$ cat src/verilog/crs_pkg.sv
package crs_pkg;
  // Register file geometry and pointer pair base indices.
  localparam int unsigned REG_COUNT = 32;
  localparam logic [4:0] REG_ADDR_FIRST = 5'h00;
  localparam logic [4:0] REG_ADDR_LAST = 5'h1f;
  localparam logic [4:0] PTR_X_LOW = 5'h1a;
  localparam logic [4:0] PTR_Y_LOW = 5'h1c;
  localparam logic [4:0] PTR_Z_LOW = 5'h1e;
  // I/O-space offsets of the stack pointer bytes.
  localparam logic [5:0] STACK_PTR_LOW_OFS = 6'h3d;
  localparam logic [5:0] STACK_PTR_HIGH_OFS = 6'h3e;
  // Stack pointer reset value: last internal SRAM address.
  localparam logic [15:0] LAST_SRAM_ADDRESS = 16'h08ff;
  // Global interrupt enable position in the processor status register.
  localparam int unsigned GIE_BIT = 7;
  // Interrupt entry and return length in clock cycles.
  localparam logic [2:0] IRQ_ENTRY_CYCLES = 3'h4;
  localparam logic [2:0] IRQ_RETURN_CYCLES = 3'h4;
  // Stack adjustment sizes.
  localparam logic [15:0] STACK_STEP_BYTE = 16'h0001;
  localparam logic [15:0] STACK_STEP_ADDR = 16'h0002;
  // Pointer addressing modes.
  typedef enum logic [1:0] {
    CRS_PTR_DISP = 2'h0,
    CRS_PTR_POSTINC = 2'h1,
    CRS_PTR_PREDEC = 2'h2
  } crs_ptr_mode_t;
  // Stack operations.
  typedef enum logic [2:0] {
    CRS_STK_NONE = 3'h0,
    CRS_STK_PUSH = 3'h1,
    CRS_STK_POP = 3'h2,
    CRS_STK_CALL = 3'h3,
    CRS_STK_RET = 3'h4
  } crs_stk_op_t;
endpackage

$ cat src/verilog/crs_regfile.sv
`timescale 1ns/1ps
module crs_regfile
(
  input wire logic clock,
  input wire logic nrst,
  input wire logic [4:0] rd_a_addr,
  output logic [7:0] rd_a_data,
  input wire logic [4:0] rd_b_addr,
  output logic [7:0] rd_b_data,
  input wire logic [1:0] rd_w_sel,
  output logic [15:0] rd_w_data,
  input wire logic wr8_en,
  input wire logic [4:0] wr8_addr,
  input wire logic [7:0] wr8_data,
  input wire logic wr16_en,
  input wire logic [4:0] wr16_addr,
  input wire logic [15:0] wr16_data,
  input wire logic wrp_en,
  input wire logic [1:0] wrp_sel,
  input wire logic [15:0] wrp_data
);
  logic [7:0] regs_q [crs_pkg::REG_COUNT];

  function automatic logic [4:0] pair_base(input logic [1:0] sel);
    pair_base = (sel == 2'h1) ? crs_pkg::PTR_Y_LOW :
                (sel == 2'h2) ? crs_pkg::PTR_Z_LOW : crs_pkg::PTR_X_LOW;
  endfunction

  wire [4:0] w_lo = pair_base(rd_w_sel);
  wire [4:0] p_lo = pair_base(wrp_sel);
  wire [4:0] p16_lo = {wr16_addr[4:1], 1'b0};

  // Reads are combinational so operands and write-back share one cycle.
  assign rd_a_data = regs_q[rd_a_addr];
  assign rd_b_data = regs_q[rd_b_addr];
  assign rd_w_data = {regs_q[w_lo + 5'h01], regs_q[w_lo]};

  // Later writes in this block take precedence: pointer update last.
  always_ff @(posedge clock)
  begin
    if (!nrst)
    begin
      for (int i = 0; i < crs_pkg::REG_COUNT; i++)
        regs_q[i] <= 8'h00;
    end
    else
    begin
      if (wr8_en)
        regs_q[wr8_addr] <= wr8_data;
      if (wr16_en)
      begin
        regs_q[p16_lo] <= wr16_data[7:0];
        regs_q[p16_lo + 5'h01] <= wr16_data[15:8];
      end
      if (wrp_en)
      begin
        regs_q[p_lo] <= wrp_data[7:0];
        regs_q[p_lo + 5'h01] <= wrp_data[15:8];
      end
    end
  end
endmodule

$ cat src/verilog/crs_core_ctrl.sv
`timescale 1ns/1ps
module crs_core_ctrl
#(
  parameter int unsigned NUM_IRQ = 8,
  parameter int unsigned PC_W = 14,
  parameter logic [PC_W-1:0] BOOT_START = 14'h3800,
  parameter logic [PC_W-1:0] VECTOR_STRIDE = 14'h0002
)
(
  input wire logic clock,
  input wire logic nrst,
  // Register file ports from the execute stage.
  input wire logic [4:0] rd_a_addr,
  output logic [7:0] rd_a_data,
  input wire logic [4:0] rd_b_addr,
  output logic [7:0] rd_b_data,
  input wire logic [1:0] rd_w_sel,
  output logic [15:0] rd_w_data,
  input wire logic wr8_en,
  input wire logic [4:0] wr8_addr,
  input wire logic [7:0] wr8_data,
  input wire logic wr16_en,
  input wire logic [4:0] wr16_addr,
  input wire logic [15:0] wr16_data,
  // Indirect addressing request.
  input wire logic ptr_req,
  input wire logic [1:0] ptr_sel,
  input wire logic [1:0] ptr_mode,
  input wire logic [5:0] ptr_disp,
  output logic [15:0] ptr_addr_q,
  // Stack operations and I/O access to the stack pointer.
  input wire logic [2:0] stack_op,
  input wire logic io_we,
  input wire logic [5:0] io_addr,
  input wire logic [7:0] io_wdata,
  output logic [7:0] io_rdata_q,
  output logic [15:0] stack_addr_q,
  output logic stack_we_q,
  // Global enable control from the instruction decoder.
  input wire logic instr_done,
  input wire logic gie_set,
  input wire logic gie_clear,
  input wire logic return_from_interrupt_start,
  // Interrupt sources.
  input wire logic [NUM_IRQ-1:0] irq_event,
  input wire logic [NUM_IRQ-1:0] irq_level_mask,
  input wire logic [NUM_IRQ-1:0] irq_enable,
  input wire logic [NUM_IRQ-1:0] irq_flag_w1c,
  output logic [NUM_IRQ-1:0] irq_flags_q,
  // Vector placement and protection.
  input wire logic vector_select_bit,
  input wire logic boot_reset_fuse,
  input wire logic app_section_lock_bit,
  input wire logic boot_section_lock_bit,
  input wire logic [PC_W-1:0] pc,
  // Interrupt entry towards fetch.
  output logic irq_take_q,
  output logic [PC_W-1:0] irq_vector_q,
  output logic [PC_W-1:0] reset_vector_q,
  output logic entry_busy_q,
  output logic ret_busy_q,
  output logic gie_q
);
  // ----------------------------------------------------------------
  // Register file
  // ----------------------------------------------------------------
  logic wrp_en;
  logic [15:0] wrp_data;

  // Undivided clock; reads and write-back land in one cycle.
  crs_regfile u_regfile
  (
    .clock(clock),
    .nrst(nrst),
    .rd_a_addr(rd_a_addr),
    .rd_a_data(rd_a_data),
    .rd_b_addr(rd_b_addr),
    .rd_b_data(rd_b_data),
    .rd_w_sel(ptr_req ? ptr_sel : rd_w_sel),
    .rd_w_data(rd_w_data),
    .wr8_en(wr8_en),
    .wr8_addr(wr8_addr),
    .wr8_data(wr8_data),
    .wr16_en(wr16_en),
    .wr16_addr(wr16_addr),
    .wr16_data(wr16_data),
    .wrp_en(wrp_en),
    .wrp_sel(ptr_sel),
    .wrp_data(wrp_data)
  );

  // ----------------------------------------------------------------
  // Indirect addressing
  // ----------------------------------------------------------------
  wire [15:0] ptr_base = rd_w_data;
  wire ptr_inc = ptr_req && (ptr_mode == crs_pkg::CRS_PTR_POSTINC);
  wire ptr_dec = ptr_req && (ptr_mode == crs_pkg::CRS_PTR_PREDEC);
  wire [15:0] ptr_dec_val = ptr_base - 16'h0001;
  wire [15:0] ptr_addr_d = ptr_dec ? ptr_dec_val :
                           ptr_inc ? ptr_base :
                           ptr_base + {10'h000, ptr_disp};
  assign wrp_en = ptr_inc || ptr_dec;
  assign wrp_data = ptr_dec ? ptr_dec_val : ptr_base + 16'h0001;

  always_ff @(posedge clock)
  begin
    if (!nrst)
      ptr_addr_q <= 16'h0000;
    else if (ptr_req)
      ptr_addr_q <= ptr_addr_d;
  end

  // ----------------------------------------------------------------
  // Stack pointer
  // ----------------------------------------------------------------
  logic [15:0] sp_q;
  logic [15:0] sp_d;
  logic [2:0] entry_cnt_q;
  logic [2:0] ret_cnt_q;
  wire entry_start;
  wire sp_low_hit = (io_addr == crs_pkg::STACK_PTR_LOW_OFS);
  wire sp_high_hit = (io_addr == crs_pkg::STACK_PTR_HIGH_OFS);
  wire is_push = (stack_op == crs_pkg::CRS_STK_PUSH);
  wire is_pop = (stack_op == crs_pkg::CRS_STK_POP);
  wire is_call = (stack_op == crs_pkg::CRS_STK_CALL) || entry_start;
  wire is_ret = (stack_op == crs_pkg::CRS_STK_RET) || return_from_interrupt_start;
  wire [15:0] sp_pop = sp_q + crs_pkg::STACK_STEP_BYTE;

  // Downward stack; the pointer always addresses the free top slot.
  always_comb
  begin
    sp_d = sp_q;
    if (is_call)
      sp_d = sp_q - crs_pkg::STACK_STEP_ADDR;
    else if (is_ret)
      sp_d = sp_q + crs_pkg::STACK_STEP_ADDR;
    else if (is_push)
      sp_d = sp_q - crs_pkg::STACK_STEP_BYTE;
    else if (is_pop)
      sp_d = sp_pop;
    else if (io_we && sp_low_hit)
      sp_d = {sp_q[15:8], io_wdata};
    else if (io_we && sp_high_hit)
      sp_d = {io_wdata, sp_q[7:0]};
  end

  // Push writes at the current pointer; pop reads after incrementing.
  wire [15:0] stack_addr_d = is_pop ? sp_pop : sp_q;
  wire [7:0] io_rdata_d = sp_low_hit ? sp_q[7:0] :
                          sp_high_hit ? sp_q[15:8] : 8'h00;

  always_ff @(posedge clock)
  begin
    if (!nrst)
      sp_q <= crs_pkg::LAST_SRAM_ADDRESS;
    else
      sp_q <= sp_d;
  end

  always_ff @(posedge clock)
  begin
    if (!nrst)
    begin
      stack_addr_q <= crs_pkg::LAST_SRAM_ADDRESS;
      stack_we_q <= 1'b0;
      io_rdata_q <= 8'h00;
    end
    else
    begin
      stack_addr_q <= stack_addr_d;
      stack_we_q <= is_push || is_call;
      io_rdata_q <= io_rdata_d;
    end
  end

  // ----------------------------------------------------------------
  // Interrupt flags
  // ----------------------------------------------------------------
  logic [NUM_IRQ-1:0] ev_s1_q;
  logic [NUM_IRQ-1:0] ev_s2_q;
  logic [NUM_IRQ-1:0] ev_s3_q;
  logic [NUM_IRQ-1:0] take_onehot;
  logic [NUM_IRQ-1:0] flags_d;
  wire [NUM_IRQ-1:0] ev_rise = ev_s2_q & ~ev_s3_q;

  // Sources are asynchronous, so they pass two flops before use.
  always_ff @(posedge clock)
  begin
    if (!nrst)
    begin
      ev_s1_q <= '0;
      ev_s2_q <= '0;
      ev_s3_q <= '0;
    end
    else
    begin
      ev_s1_q <= irq_event;
      ev_s2_q <= ev_s1_q;
      ev_s3_q <= ev_s2_q;
    end
  end

  // A new event beats a clear in the same cycle so it is never lost.
  assign flags_d = ((irq_flags_q & ~irq_level_mask & ~irq_flag_w1c
                    & ~(take_onehot & ~irq_level_mask))
                    | (ev_rise & ~irq_level_mask))
                   | (ev_s2_q & irq_level_mask);

  always_ff @(posedge clock)
  begin
    if (!nrst)
      irq_flags_q <= '0;
    else
      irq_flags_q <= flags_d;
  end

  // ----------------------------------------------------------------
  // Acceptance and priority
  // ----------------------------------------------------------------
  logic gie_d;
  logic gap_q;
  wire in_boot = (pc >= BOOT_START);
  wire vec_in_boot = vector_select_bit;
  // Lock bits block servicing across the section boundary.
  wire locked = (app_section_lock_bit && !in_boot && vec_in_boot) ||
                (boot_section_lock_bit && in_boot && !vec_in_boot);
  // Level sources track the synchronised condition directly.
  wire [NUM_IRQ-1:0] live = (irq_flags_q & ~irq_level_mask) |
                            (ev_s2_q & irq_level_mask);
  wire [NUM_IRQ-1:0] pending = live & irq_enable;
  wire idle = !entry_busy_q && !ret_busy_q;
  // Clear wins in its own cycle; set waits one instruction via gap.
  assign entry_start = (|pending) && gie_q && !gie_clear
                       && !gap_q && instr_done && idle
                       && !locked;

  function automatic logic [NUM_IRQ-1:0] lowest(input logic [NUM_IRQ-1:0] v);
    logic [NUM_IRQ-1:0] r;
    r = v & (~v + {{(NUM_IRQ-1){1'b0}}, 1'b1});
    return r;
  endfunction

  function automatic logic [PC_W-1:0] index_of(input logic [NUM_IRQ-1:0] v);
    logic [PC_W-1:0] r;
    r = '0;
    for (int i = 0; i < NUM_IRQ; i++)
      if (v[i])
        r = PC_W'(i + 1);
    return r;
  endfunction

  assign take_onehot = entry_start ? lowest(pending) : '0;
  wire [PC_W-1:0] vec_base = vector_select_bit ? BOOT_START : '0;
  wire [PC_W-1:0] vec_d = vec_base +
                          PC_W'(index_of(take_onehot) * VECTOR_STRIDE);

  // Status bit 7 image kept here as the single global enable copy.
  always_comb
  begin
    gie_d = gie_q;
    if (entry_start)
      gie_d = 1'b0;
    else if (gie_clear)
      gie_d = 1'b0;
    else if (ret_busy_q && ret_cnt_q == 3'h1)
      gie_d = 1'b1;
    else if (gie_set)
      gie_d = 1'b1;
  end

  always_ff @(posedge clock)
  begin
    if (!nrst)
    begin
      gie_q <= 1'b0;
      gap_q <= 1'b0;
      irq_take_q <= 1'b0;
      irq_vector_q <= '0;
    end
    else
    begin
      gie_q <= gie_d;
      // Blocks entry until one instruction retires after set or return.
      if ((gie_set && !gie_q) || (ret_busy_q && ret_cnt_q == 3'h1))
        gap_q <= 1'b1;
      else if (instr_done)
        gap_q <= 1'b0;
      irq_take_q <= entry_start;
      if (entry_start)
        irq_vector_q <= vec_d;
    end
  end

  // Reset vector is caught after release, not under reset.
  always_ff @(posedge clock)
  begin
    if (!nrst)
      reset_vector_q <= '0;
    else
      reset_vector_q <= boot_reset_fuse ? BOOT_START : '0;
  end

  // ----------------------------------------------------------------
  // Entry and return sequencing
  // ----------------------------------------------------------------
  always_ff @(posedge clock)
  begin
    if (!nrst)
    begin
      entry_cnt_q <= 3'h0;
      entry_busy_q <= 1'b0;
      ret_cnt_q <= 3'h0;
      ret_busy_q <= 1'b0;
    end
    else
    begin
      // Entry only starts on instr_done, so a multi-cycle op finishes.
      if (entry_start)
      begin
        entry_cnt_q <= crs_pkg::IRQ_ENTRY_CYCLES;
        entry_busy_q <= 1'b1;
      end
      else if (entry_busy_q)
      begin
        entry_cnt_q <= entry_cnt_q - 3'h1;
        entry_busy_q <= (entry_cnt_q != 3'h1);
      end
      if (return_from_interrupt_start && !ret_busy_q)
      begin
        ret_cnt_q <= crs_pkg::IRQ_RETURN_CYCLES;
        ret_busy_q <= 1'b1;
      end
      else if (ret_busy_q)
      begin
        ret_cnt_q <= ret_cnt_q - 3'h1;
        ret_busy_q <= (ret_cnt_q != 3'h1);
      end
    end
  end

  // Status register save/restore is left to handler software.
endmodule

$ cat config.mk
export PLATFORM = sky130hd
export DESIGN_NAME = crs_core_ctrl
export DESIGN_NICKNAME = d
export VERILOG_FILES = /design/src/verilog/crs_pkg.sv /design/src/verilog/crs_regfile.sv /design/src/verilog/crs_core_ctrl.sv
export SDC_FILE = /design/constraint.sdc
export NUM_CORES = 1
export LEC_CHECK = 0
export ABC_AREA = 0
export BUFFER_PORTS_ARGS = -buffer_cell sky130_fd_sc_hd__buf_2
export CAP_MARGIN = 15
export CORE_ASPECT_RATIO = 2
export CORE_MARGIN = 8
export CORE_UTILIZATION = 30
export DETAILED_ROUTE_END_ITERATION = 10
export GPL_ROUTABILITY_DRIVEN = 0
export PLACE_DENSITY = 0.51
export SETUP_SLACK_MARGIN = 0.1
export SYNTH_ARGS = -nofsm -noshare
export SYNTH_HDL_FRONTEND = slang
export SYNTH_SLANG_ARGS = --single-unit
$ cat constraint.sdc
create_clock -name clock -period 4.67 [get_ports clock]
set_clock_uncertainty 0.2 [all_clocks]
set_input_delay 0 -clock clock [delete_from_list [all_inputs] [get_ports clock]]
set_output_delay 0 -clock clock [all_outputs]
set_load 0.005 [all_outputs]
==> results.md, run 1 <==
- Status: finished, final reports clean
- Clock-pin slew on the worst setup and hold paths: 60 ps
- Root Driver: clkbuf_16
- RR Endpoint: irq_flags_q[7]$_SDFF_PN0_
- Peak supply drop: 0.272 mV
- Top-area cell type share of the netlist area: 33.6%
- Clock Latency Late Sink: 590 ps
- Worst Hold Path EP: irq_vector_q[3]$_SDFFE_PN0P_
- Top-count cell post-synth: edfxtp_1
- Hold Startpoint: irq_level_mask[1]
- Critical Path Source Type: primary input
- Post-Synthesis Cells: 1999
- Reg2Reg Setup Slack: 550 ps
- Nets: 2360
- Inserted Clock Buffers: 39
- Vias in the first global route: 19900
- Launching point of the worst reg2reg path: ret_busy_q$_SDFF_PN0_
- Layout Area Growth over Synthesis: 18.8%
- TritonCTS clock tree: yes
- Worst slew margin: 23.4%
- Vias/cell: 5.93
- Seq/Total Area, Yosys: 42.9%
- Final Hold Vio Count: 0
- Core Area: 75700 um^2
- Post-route DRC violation count: 0
- Synth area leaders: edfxtp_1, mux4_2, dfxtp_1
- Synth async-reset ratio: 0%
- Post-Syn Area: 22900 um^2
- Die X: 211 um
- Crit path time final: 4400 ps
- Initial DRC count: 1765
- Routed vias: 19300
- Post-synth EDFFs: 256
- Most common flop cell mapped by yosys: edfxtp_1
- Largest net degree at the start of global routing: 65
- Row cnt: 143
- Wire per inst: 30.2 um
- CP Data Arrival Time: 4690 ps
- P_leak: 9.70 nW
- First-pass GRT wire length: 139 mm
- Max-cap viol count: 0
- Data required time of the worst path: 4960 ps
- Total power: 8.95 mW
- Die ar.: 85800 um^2
- Highest Clock Rate: 227 MHz
- Distinct cells, synth: 82
- Post-route ant nets: 0
- Warning count from the yosys run: 0
- WHS: 45.7 ps
- Synth Register Bits: 362
- Detail Placement HPWL: 73.1 mm
- CTS Buffer Depth: 3
- Worst Hold Depth: 6
- Initial antenna violation count: 9
- 1st-pass router iterations: 6
- Unrepaired setup endpoints after global routing: false
- Synth area leader: edfxtp_1
- Crit share post-route: 94.2%
- Worst-Margin Slew: 1140 ps
- Crit Path Max Fanout: 11
- Final setup vio count: 0
- I/O pin total: 246
- Chip height: 406 um
- Mapped Avg Cell Area: 11.4 um^2
- Layout cells sized above 1: 24.4%
- CP endpoint kind: flop
- WL final: 98.4 mm
- Starting Density: 30.2%
- Most frequent cells after synthesis: edfxtp_1, a22o_1, mux4_2
- CTS Sinks: 362
- Input/output buffers: 215
- Setup TNS: 0 ps
- GR Util All Layers: 22.4%
- Crit Path Category: primary input to flop
- PwrDens: 330 nW/um^2
- Worst reg-to-reg path cell count: 9
- H-tree levels: 2
- Max Slew Vio Count: 0
- Worst Hold Class: primary input to flop
- GRT Residual Overflow: 0
## stage by stage
stage               cells  setup slack, ps  util, %  instance area [um^2]
floorplan            2016              575        -                 22900
global placement     3058              483     32.6                 24700
detailed placement   3058              373     32.6                 24700
CTS                  3242              137     35.8                 27100
global route         3248              104     35.9                 27100
finish               3254              271     35.9                 27200
## where the power goes
group	internal [mW]	switching, mW
Combinational	0.776	1.15
Clock	1.79	1.41
Sequential	3.65	0.178
Total	6.21	2.74
## repair_timing
item | in CTS | in global routing
gates resized for setup | 0 | 2
endpoints found under the hold margin | 273 | 0
setup buffers | 0 | 2
setup endpoints to repair | 0 | 2
hold buffers | 117 | 0
## per-layer routing
layer	GRT usage (%)	up-vias	wire [um]
met3	4.36	330	7150
li1	-	8301	-
met5	0	-	0
met4	18.0	0	9240
met2	42.1	1104	52200
met1	20.6	9555	29800
## area by class of cell
| type | count | area (um^2) |
|---|---|---|
| clock buffers | 53 | 1110 |
| multi-input cells | 1386 | 12000 |
| clock inverters | 14 | 141 |
| well taps | 1015 | 1270 |
| flip-flops and latches | 362 | 9810 |
| diodes | 7 | 17.5 |
| fillers | 7462 | 48500 |
| inverters | 32 | 120 |
| repair buffers | 385 | 2690 |
## logic make-up after synthesis
group | after synthesis | share of synthesized area, %
xor gates and xnor gates | 62 | 2.37
DFF | 362 | 42.9
other | 1 | 0.0164
buffers and inverters | 268 | 4.99
adders and majority gates | 21 | 1.18
muxes | 208 | 19.1
AOI/OAI and AO/OA | 547 | 17.8
and+or+nand+nor | 530 | 11.7
## worst max path at each step
stage / startpoint / to / slack [ps] / depth (start not counted)
2_1_floorplan: ptr_req / ptr_addr_q[6]$_SDFFE_PN0P_ / 580 / 18
3_3_place_gp: ptr_req / u_regfile.regs_q[27][2]$_DFFE_PP_ / 480 / 12
3_5_place_dp: ptr_req / u_regfile.regs_q[31][2]$_DFFE_PP_ / 370 / 12
4_1_cts: ptr_req / ptr_addr_q[3]$_SDFFE_PN0P_ / 140 / 15
5_1_grt: ptr_req / ptr_addr_q[3]$_SDFFE_PN0P_ / 100 / 15
6_report: ptr_req / ptr_addr_q[3]$_SDFFE_PN0P_ / 270 / 15
## registers in the layout, indices dropped and copies added, names as in the netlist, 3 cells and up
register and cells:
stack_addr_q 16, entry_cnt_q 3, sp_q 16, ev_s2_q 8
irq_flags_q 8, irq_vector_q 5, ptr_addr_q 16, ev_s1_q 8
ret_cnt_q 3, io_rdata_q 8, ev_s3_q 8, u_regfile.regs_q 256
## placed cells by master, fill, tap and decap left out, types with 8 or more instances in the layout
cell type	n
a211oi_1	15
a21oi_1	92
a221oi_1	47
a22o_1	198
a22oi_1	36
and2_1	35
and3_1	12
buf_2	212
buf_4	52
clkbuf_16	42
conb_1	18
dfxtp_1	106
dlygate4sd3_1	117
edfxtp_1	256
ha_1	20
inv_1	31
mux2_2	25
mux4_1	8
mux4_2	169
nand2_1	147
nand2b_1	14
nand3_1	38
nand3b_1	24
nand4_1	15
nor2_1	131
nor2b_1	8
nor3_1	32
nor3b_1	9
o211ai_1	16
o21ai_0	63
o221ai_1	9
o22ai_1	10
or3_1	20
xnor2_1	37
xor2_1	25
## worst max-delay path: stages
cell and delay [ps]:
dlygate4sd3_1 510, buf_2 170, mux2i_2 350, ha_1 290
buf_6 220, mux4_2 680, ha_1 350, a211o_1 280
a21oi_1 210, mux2i_1 120, o211ai_1 160, dlygate4sd3_1 570
o21ai_0 70, dlygate4sd3_1 560, a21oi_1 140
No activity file was read; power rests on OpenSTA's default activity.
==> inputs of run 2 (changes only) <==
--- a/config.mk
+++ b/config.mk
@@ -10,10 +10,9 @@
 export CAP_MARGIN = 15
 export CORE_ASPECT_RATIO = 2
 export CORE_MARGIN = 8
-export CORE_UTILIZATION = 30
+export CORE_UTILIZATION = 35
 export DETAILED_ROUTE_END_ITERATION = 10
 export GPL_ROUTABILITY_DRIVEN = 0
-export PLACE_DENSITY = 0.51
 export SETUP_SLACK_MARGIN = 0.1
 export SYNTH_ARGS = -nofsm -noshare
 export SYNTH_HDL_FRONTEND = slang
==> run 2 against run 1 <==
The flow now finishes with violations (negative hold slack); wire length is 9.4% lower; utilization up 5.2 points; global-route usage grew 0.97 points; via count up 0.89%; cell count is 5.3% lower; design area down 2.1%; register-to-register slack lost 80 ps; clock-buffer cell count fell by 9; non-clock buffer count fell by 27; sequential power about the same; largest cell class unchanged.
==> results.md, run 2 (synthesis results as in run 1) <==
- Status: complete, but fails checks
- Failing checks: negative hold slack
- Max incr delay on CP: 690 ps
- CTS Sinks: 362
- Nets: 2330
- WL final: 89.1 mm
- Die ar.: 74300 um^2
- Inserted Clock Buffers: 36
- Clock-pin slew on the worst setup and hold paths: 60 ps
- Crit Path Max Fanout: 8
- Met2 Resource Use GR: 40.8%
- Root Driver: clkbuf_16
- Vias in the first global route: 19900
- Chip height: 377 um
- Multi-input logic area: 12000 um^2
- Layout cells sized above 1: 24.1%
- Crit share post-route: 92.4%
- Wire per inst: 28.9 um
- Post-CTS Setup Inserts: 0
- Worst Hold Class: primary input to flop
- CTS Buffer Depth: 3
- Worst-Margin Slew: 1280 ps
- 1st-pass router iterations: 8
- Unrepaired setup endpoints after global routing: false
- Detail Placement HPWL: 62.8 mm
- Clock Latency Late Sink: 560 ps
- Max Slew Vio Count: 0
- Grt met3 use: 4.92%
- Critical Path Source Type: primary input
- I/O pin total: 246
- Largest net degree at the start of global routing: 52
- Fill cells: 6161
- Worst slew margin: 14.2%
- Worst path slowest cell: mux4_1
- Initial antenna violation count: 11
- Flip-flop count of the largest register after layout: 256
- Post-route DRC violation count: 0
- Final setup vio count: 0
- Crit path cell chain: dlygate4sd3_1 -> buf_2 -> mux2i_1 -> ha_2 -> mux4_1 -> ha_1 -> inv_1 -> fa_1 -> xnor2_1 -> nor2_1 -> a211oi_1 -> a21oi_1 -> dlygate4sd3_1 -> a211oi_1 -> dlygate4sd3_1
- Most frequent cells in the layout: edfxtp_1, buf_2, a22o_1
- Core Area: 64700 um^2
- Layout Area Growth over Synthesis: 16.3%
- Input/output buffers: 215
- Crit path time final: 4310 ps
- H-tree levels: 2
- WHS: -4.57 ps
- GRT Residual Overflow: 0
- First-pass GRT wire length: 130 mm
- Post-route ant nets: 0
- Starting Density: 35.3%
- PwrDens: 319 nW/um^2
- Vias/cell: 6.32
- GR Util All Layers: 23.4%
- Row cnt: 132
- Final core utilization: 41.1%
- Setup TNS: 0 ps
- CP Data Arrival Time: 4610 ps
- Highest Clock Rate: 232 MHz
- Peak supply drop: 0.258 mV
- Crit Path Category: primary input to flop
- P_leak: 9.49 nW
- Max-cap viol count: 0
- Met1 Use GR: 24.7%
- Gr busiest metal: met2
- Most common cell after layout, fill and taps aside: edfxtp_1
- Final Hold Vio Count: 1
- CP endpoint kind: flop
- TritonCTS clock tree: yes
- Largest Register: u_regfile.regs_q
- Die X: 197 um
- Data required time of the worst path: 4970 ps
- Seq. cell area: 9810 um^2
- Most frequent CP cell: dlygate4sd3_1
- Routed vias: 19500
- Initial DRC count: 2022
## run 2: cell types whose count changed in the layout (fill, tap and decap cells not counted), moves of 6 or more
cell,previous run,this run
clkinv_2,4,10
buf_4,52,39
dlygate4sd3_1,117,104
clkbuf_16,42,36
## run 2: area by class of cell
class                           instances  area share (%)
Tap cell                              871            4.10
Clock buffer                           44            3.58
Inverter                               32           0.452
Multi-Input combinational cell       1386            45.1
Clock inverter                         22           0.546
Timing Repair Buffer                  358            9.23
Antenna cell                            5          0.0471
Sequential cell                       362            36.9
## run 2: path summary, 6_finish.rpt
| path | slack (ps) | cells past startpoint | start | endpoint |
|---|---|---|---|---|
| worst max-delay path | 360 | 15 | ptr_req | ptr_addr_q[2]$_SDFFE_PN0P_ |
| worst min-delay path | -5 | 6 | ptr_disp[0] | ptr_addr_q[0]$_SDFFE_PN0P_ |
| worst max register to register | 470 | 9 | ret_busy_q$_SDFF_PN0_ | irq_vector_q[1]$_SDFFE_PN0P_ |
| worst min register to register | 240 | 1 | ev_s1_q[1]$_SDFF_PN0_ | ev_s2_q[1]$_SDFF_PN0_ |
## run 2: routing by layer
layer,wire [um],vias up
li1,-,8215
met1,29200,9504
met2,44400,1371
met3,8150,371
met4,7290,0
met5,0,-
## run 2: power breakdown
group / switching, mW / internal [mW] / total (mW)
logic: 1.05 / 0.755 / 1.81
registers: 0.183 / 3.65 / 3.83
clock network: 1.38 / 1.47 / 2.85
## run 2: per-stage QoR
stage	total power [mW]	instance area, um^2	hold slack, ps	setup slack (ps)	cells
4_1_cts	8.47	26600	1.31	226	3073
3_5_place_dp	5.58	24400	-19.8	377	2903
5_1_grt	8.73	26600	23.4	182	3076
2_1_floorplan	4.93	22900	-121	575	2016
3_3_place_gp	5.55	24400	-18.7	430	2903
6_report	8.49	26600	-4.57	357	3080
## run 2: repair_timing
action,CTS,global route
hold endpoints to repair,252,0
gates resized for setup,0,2
endpoints found under the setup margin,0,1
hold buffers,104,0
## run 2: worst max-delay path: cells and delay by family
| family | cells | cell delay, ps |
|---|---|---|
| mux | 2 | 1050 |
| simple gates | 1 | 60 |
| xor+xnor | 1 | 150 |
| buf+inv | 5 | 1940 |
| fa+ha+maj | 3 | 900 |
| compound gates | 3 | 510 |
==> inputs of run 3 (changes only) <==
==> constraint.sdc (replaced) <==
create_clock -name clock -period 4.4 [get_ports clock]
set_clock_uncertainty 0.2 [all_clocks]
set_input_delay 0 -clock clock [delete_from_list [all_inputs] [get_ports clock]]
set_output_delay 0 -clock clock [all_outputs]
set_load 0.005 [all_outputs]
==> run 3 against run 2 <==
The run now ends clean; total power up 11%; cell count up 0.26%; flip-flop and latch count unchanged; sequential share of layout area down 0.33 points; hold slack better by 20 ps; clock-buffer cell count down 3; sequential power up 5.7%; critical path depth down 6; combinational power up 8%; die area unchanged; design area up 0.91%.
==> results.md, run 3 (synthesis results as in run 1) <==
- Highest Clock Rate: 242 MHz
- Largest delay share family, worst path: simple AND/OR/NAND/NOR gates
- WL final: 89.6 mm
- Inserted Clock Buffers: 36
- P_leak: 9.63 nW
- Layout Area Growth over Synthesis: 17.3%
- CP Data Arrival Time: 4430 ps
- Core Area: 64700 um^2
- Status: finished, final reports clean
- Data required time of the worst path: 4700 ps
- Switching share of power: 29.4%
- Final Hold Vio Count: 0
- Worst-Margin Slew: 1110 ps
- Unrepaired setup endpoints after global routing: false
- Initial DRC count: 2231
- Worst path slowest cell: dlygate4sd3_1
- Worst reg-to-reg path cell count: 9
- Largest net degree at the start of global routing: 47
- Total power: 9.40 mW
- Row cnt: 132
- Post-route ant nets: 0
- Net switching power figure: 2.76 mW
- Sequential power share: 43.1%
- Setup crit end: irq_vector_q[1]$_SDFFE_PN0P_
- Placed Instance Area: 24500 um^2
- Clock-pin slew on the worst setup and hold paths: 70 ps
- Max-cap viol count: 0
- Worst Hold Class: primary input to flop
- Setup TNS: 0 ps
- Crit share post-route: 93.8%
- Vias/cell: 6.38
- Die X: 197 um
- Buffers and inverters on the worst path: 2
- Post-route DRC violation count: 0
- Final setup vio count: 0
- CTS Buffer Depth: 3
- TritonCTS clock tree: yes
- Routed vias: 19700
- H-tree levels: 2
- Crit path cell chain: or4b_1 -> or3_1 -> or3_1 -> nor2_1 -> and3_1 -> and4_1 -> dlygate4sd3_1 -> o31a_1 -> dlygate4sd3_1
- Critical path depth: 9
- Vias in the first global route: 20100
- P_int: 6.64 mW
- Chip height: 377 um
- Clock power frac: 36.1%
- Crit Path Category: flop to flop
- GRT Residual Overflow: 0
- Design area: 26800 um^2
- Fill cells: 6177
- RR Endpoint: irq_vector_q[1]$_SDFFE_PN0P_
- Nets: 2341
- Root Driver: clkbuf_16
- Max Slew Vio Count: 0
- 1st-pass router iterations: 6
- Worst slew margin: 25.6%
- Flip-flop count of the largest register after layout: 256
- Wire per inst: 29.0 um
- Setup crit start: ret_busy_q$_SDFF_PN0_
- Detail Placement HPWL: 64.0 mm
- Starting Density: 35.3%
- Reg2Reg Setup Slack: 270 ps
- Crit Path Max Fanout: 10
- Final core utilization: 41.4%
- Most frequent cells in the layout: edfxtp_1, buf_2, a22o_1
- Critical Path Source Type: flop
- CP endpoint kind: flop
- Initial antenna violation count: 7
- Crit path time final: 4130 ps
- Launching point of the worst reg2reg path: ret_busy_q$_SDFF_PN0_
- Combinational power share: 20.8%
- Peak supply drop: 0.323 mV
- Clock Latency Late Sink: 570 ps
- Layout cells sized above 1: 24.7%
- PwrDens: 350 nW/um^2
- CTS Sinks: 362
- Die ar.: 74300 um^2
- I/O pin total: 246
- GR Util All Layers: 23.5%
- First-pass GRT wire length: 131 mm
- Largest Register: u_regfile.regs_q
- Input/output buffers: 215
- Most common cell after layout, fill and taps aside: edfxtp_1
- Max incr delay on CP: 570 ps
-- run 3: changes by cell type in the layout (fill, tap and decap cells not counted), sizes merged --
cell    change
clkbuf      -3
buf        +11
bufinv      +7
diode       -2
clkinv      -4
inv         -1
-- run 3: worst register-to-register path, delay by kind of cell (launching register included) --
kind / cells / cell delay, ps
AND/OR/NAND/NOR: 6 / 2240
buffers and inverters: 2 / 1120
flip-flops: 1 / 390
AO/OA/AOI/OAI: 1 / 130
-- run 3: power by group through the flow --
stage	clock network [mW]	logic [mW]	registers (mW)
global route	3.55	2.06	4.07
CTS	3.43	1.92	4.04
floorplan	0	1.22	4.02
finish	3.39	1.96	4.05
detailed placement	0	1.83	4.11
global placement	0	1.81	4.10
-- run 3: worst min-delay path by stage --
| stage | cells after the start | to | slack (ps) | start |
|---|---|---|---|---|
| global placement | 2 | gie_q$_SDFFE_PP0P_ | -20 | gie_clear |
| CTS | 6 | ptr_addr_q[0]$_SDFFE_PN0P_ | 10 | ptr_disp[0] |
| finish | 3 | ev_s1_q[7]$_SDFF_PN0_ | 20 | irq_event[7] |
| detailed placement | 2 | gie_q$_SDFFE_PP0P_ | -7 | gie_clear |
| global route | 3 | ev_s1_q[7]$_SDFF_PN0_ | 20 | irq_event[7] |
| floorplan | 1 | gie_q$_SDFFE_PP0P_ | -120 | gie_clear |
-- run 3: per-layer routing --
layer / vias up / share of wire (%) / track usage (%)
li1: 8247 / - / -
met1: 9633 / 33 / 24.5
met2: 1418 / 50 / 40.9
met3: 392 / 8.7 / 4.67
met4: 2 / 9.0 / 18.4
met5: - / 0.015 / 0
-- run 3: area by class of cell --
cell class	instances	area (um^2)	area share [%]
multi-input combinational	1386	12000	44.8
sequential	362	9810	36.6
timing repair buffer	369	2540	9.46
tap	871	1090	4.06
clock buffer	41	930	3.47
clock inverter	24	324	1.21
inverter	32	120	0.448
antenna	3	7.51	0.0280
-- run 3: stage by stage --
stage | hold WS [ps] | std cells | worst slack (ps)
floorplan | -121 | 2016 | 305
global placement | -18.2 | 2915 | 440
detailed placement | -7.03 | 2915 | 375
CTS | 13.1 | 3084 | 344
global route | 18.9 | 3085 | 240
finish | 15.4 | 3088 | 272
-- run 3: timing repair --
item | CTS | global route
endpoints found under the hold margin | 262 | 0
hold buffers | 104 | 0
endpoints found under the setup margin | 0 | 3
gates resized for setup | 0 | 1
setup buffers | 0 | 0
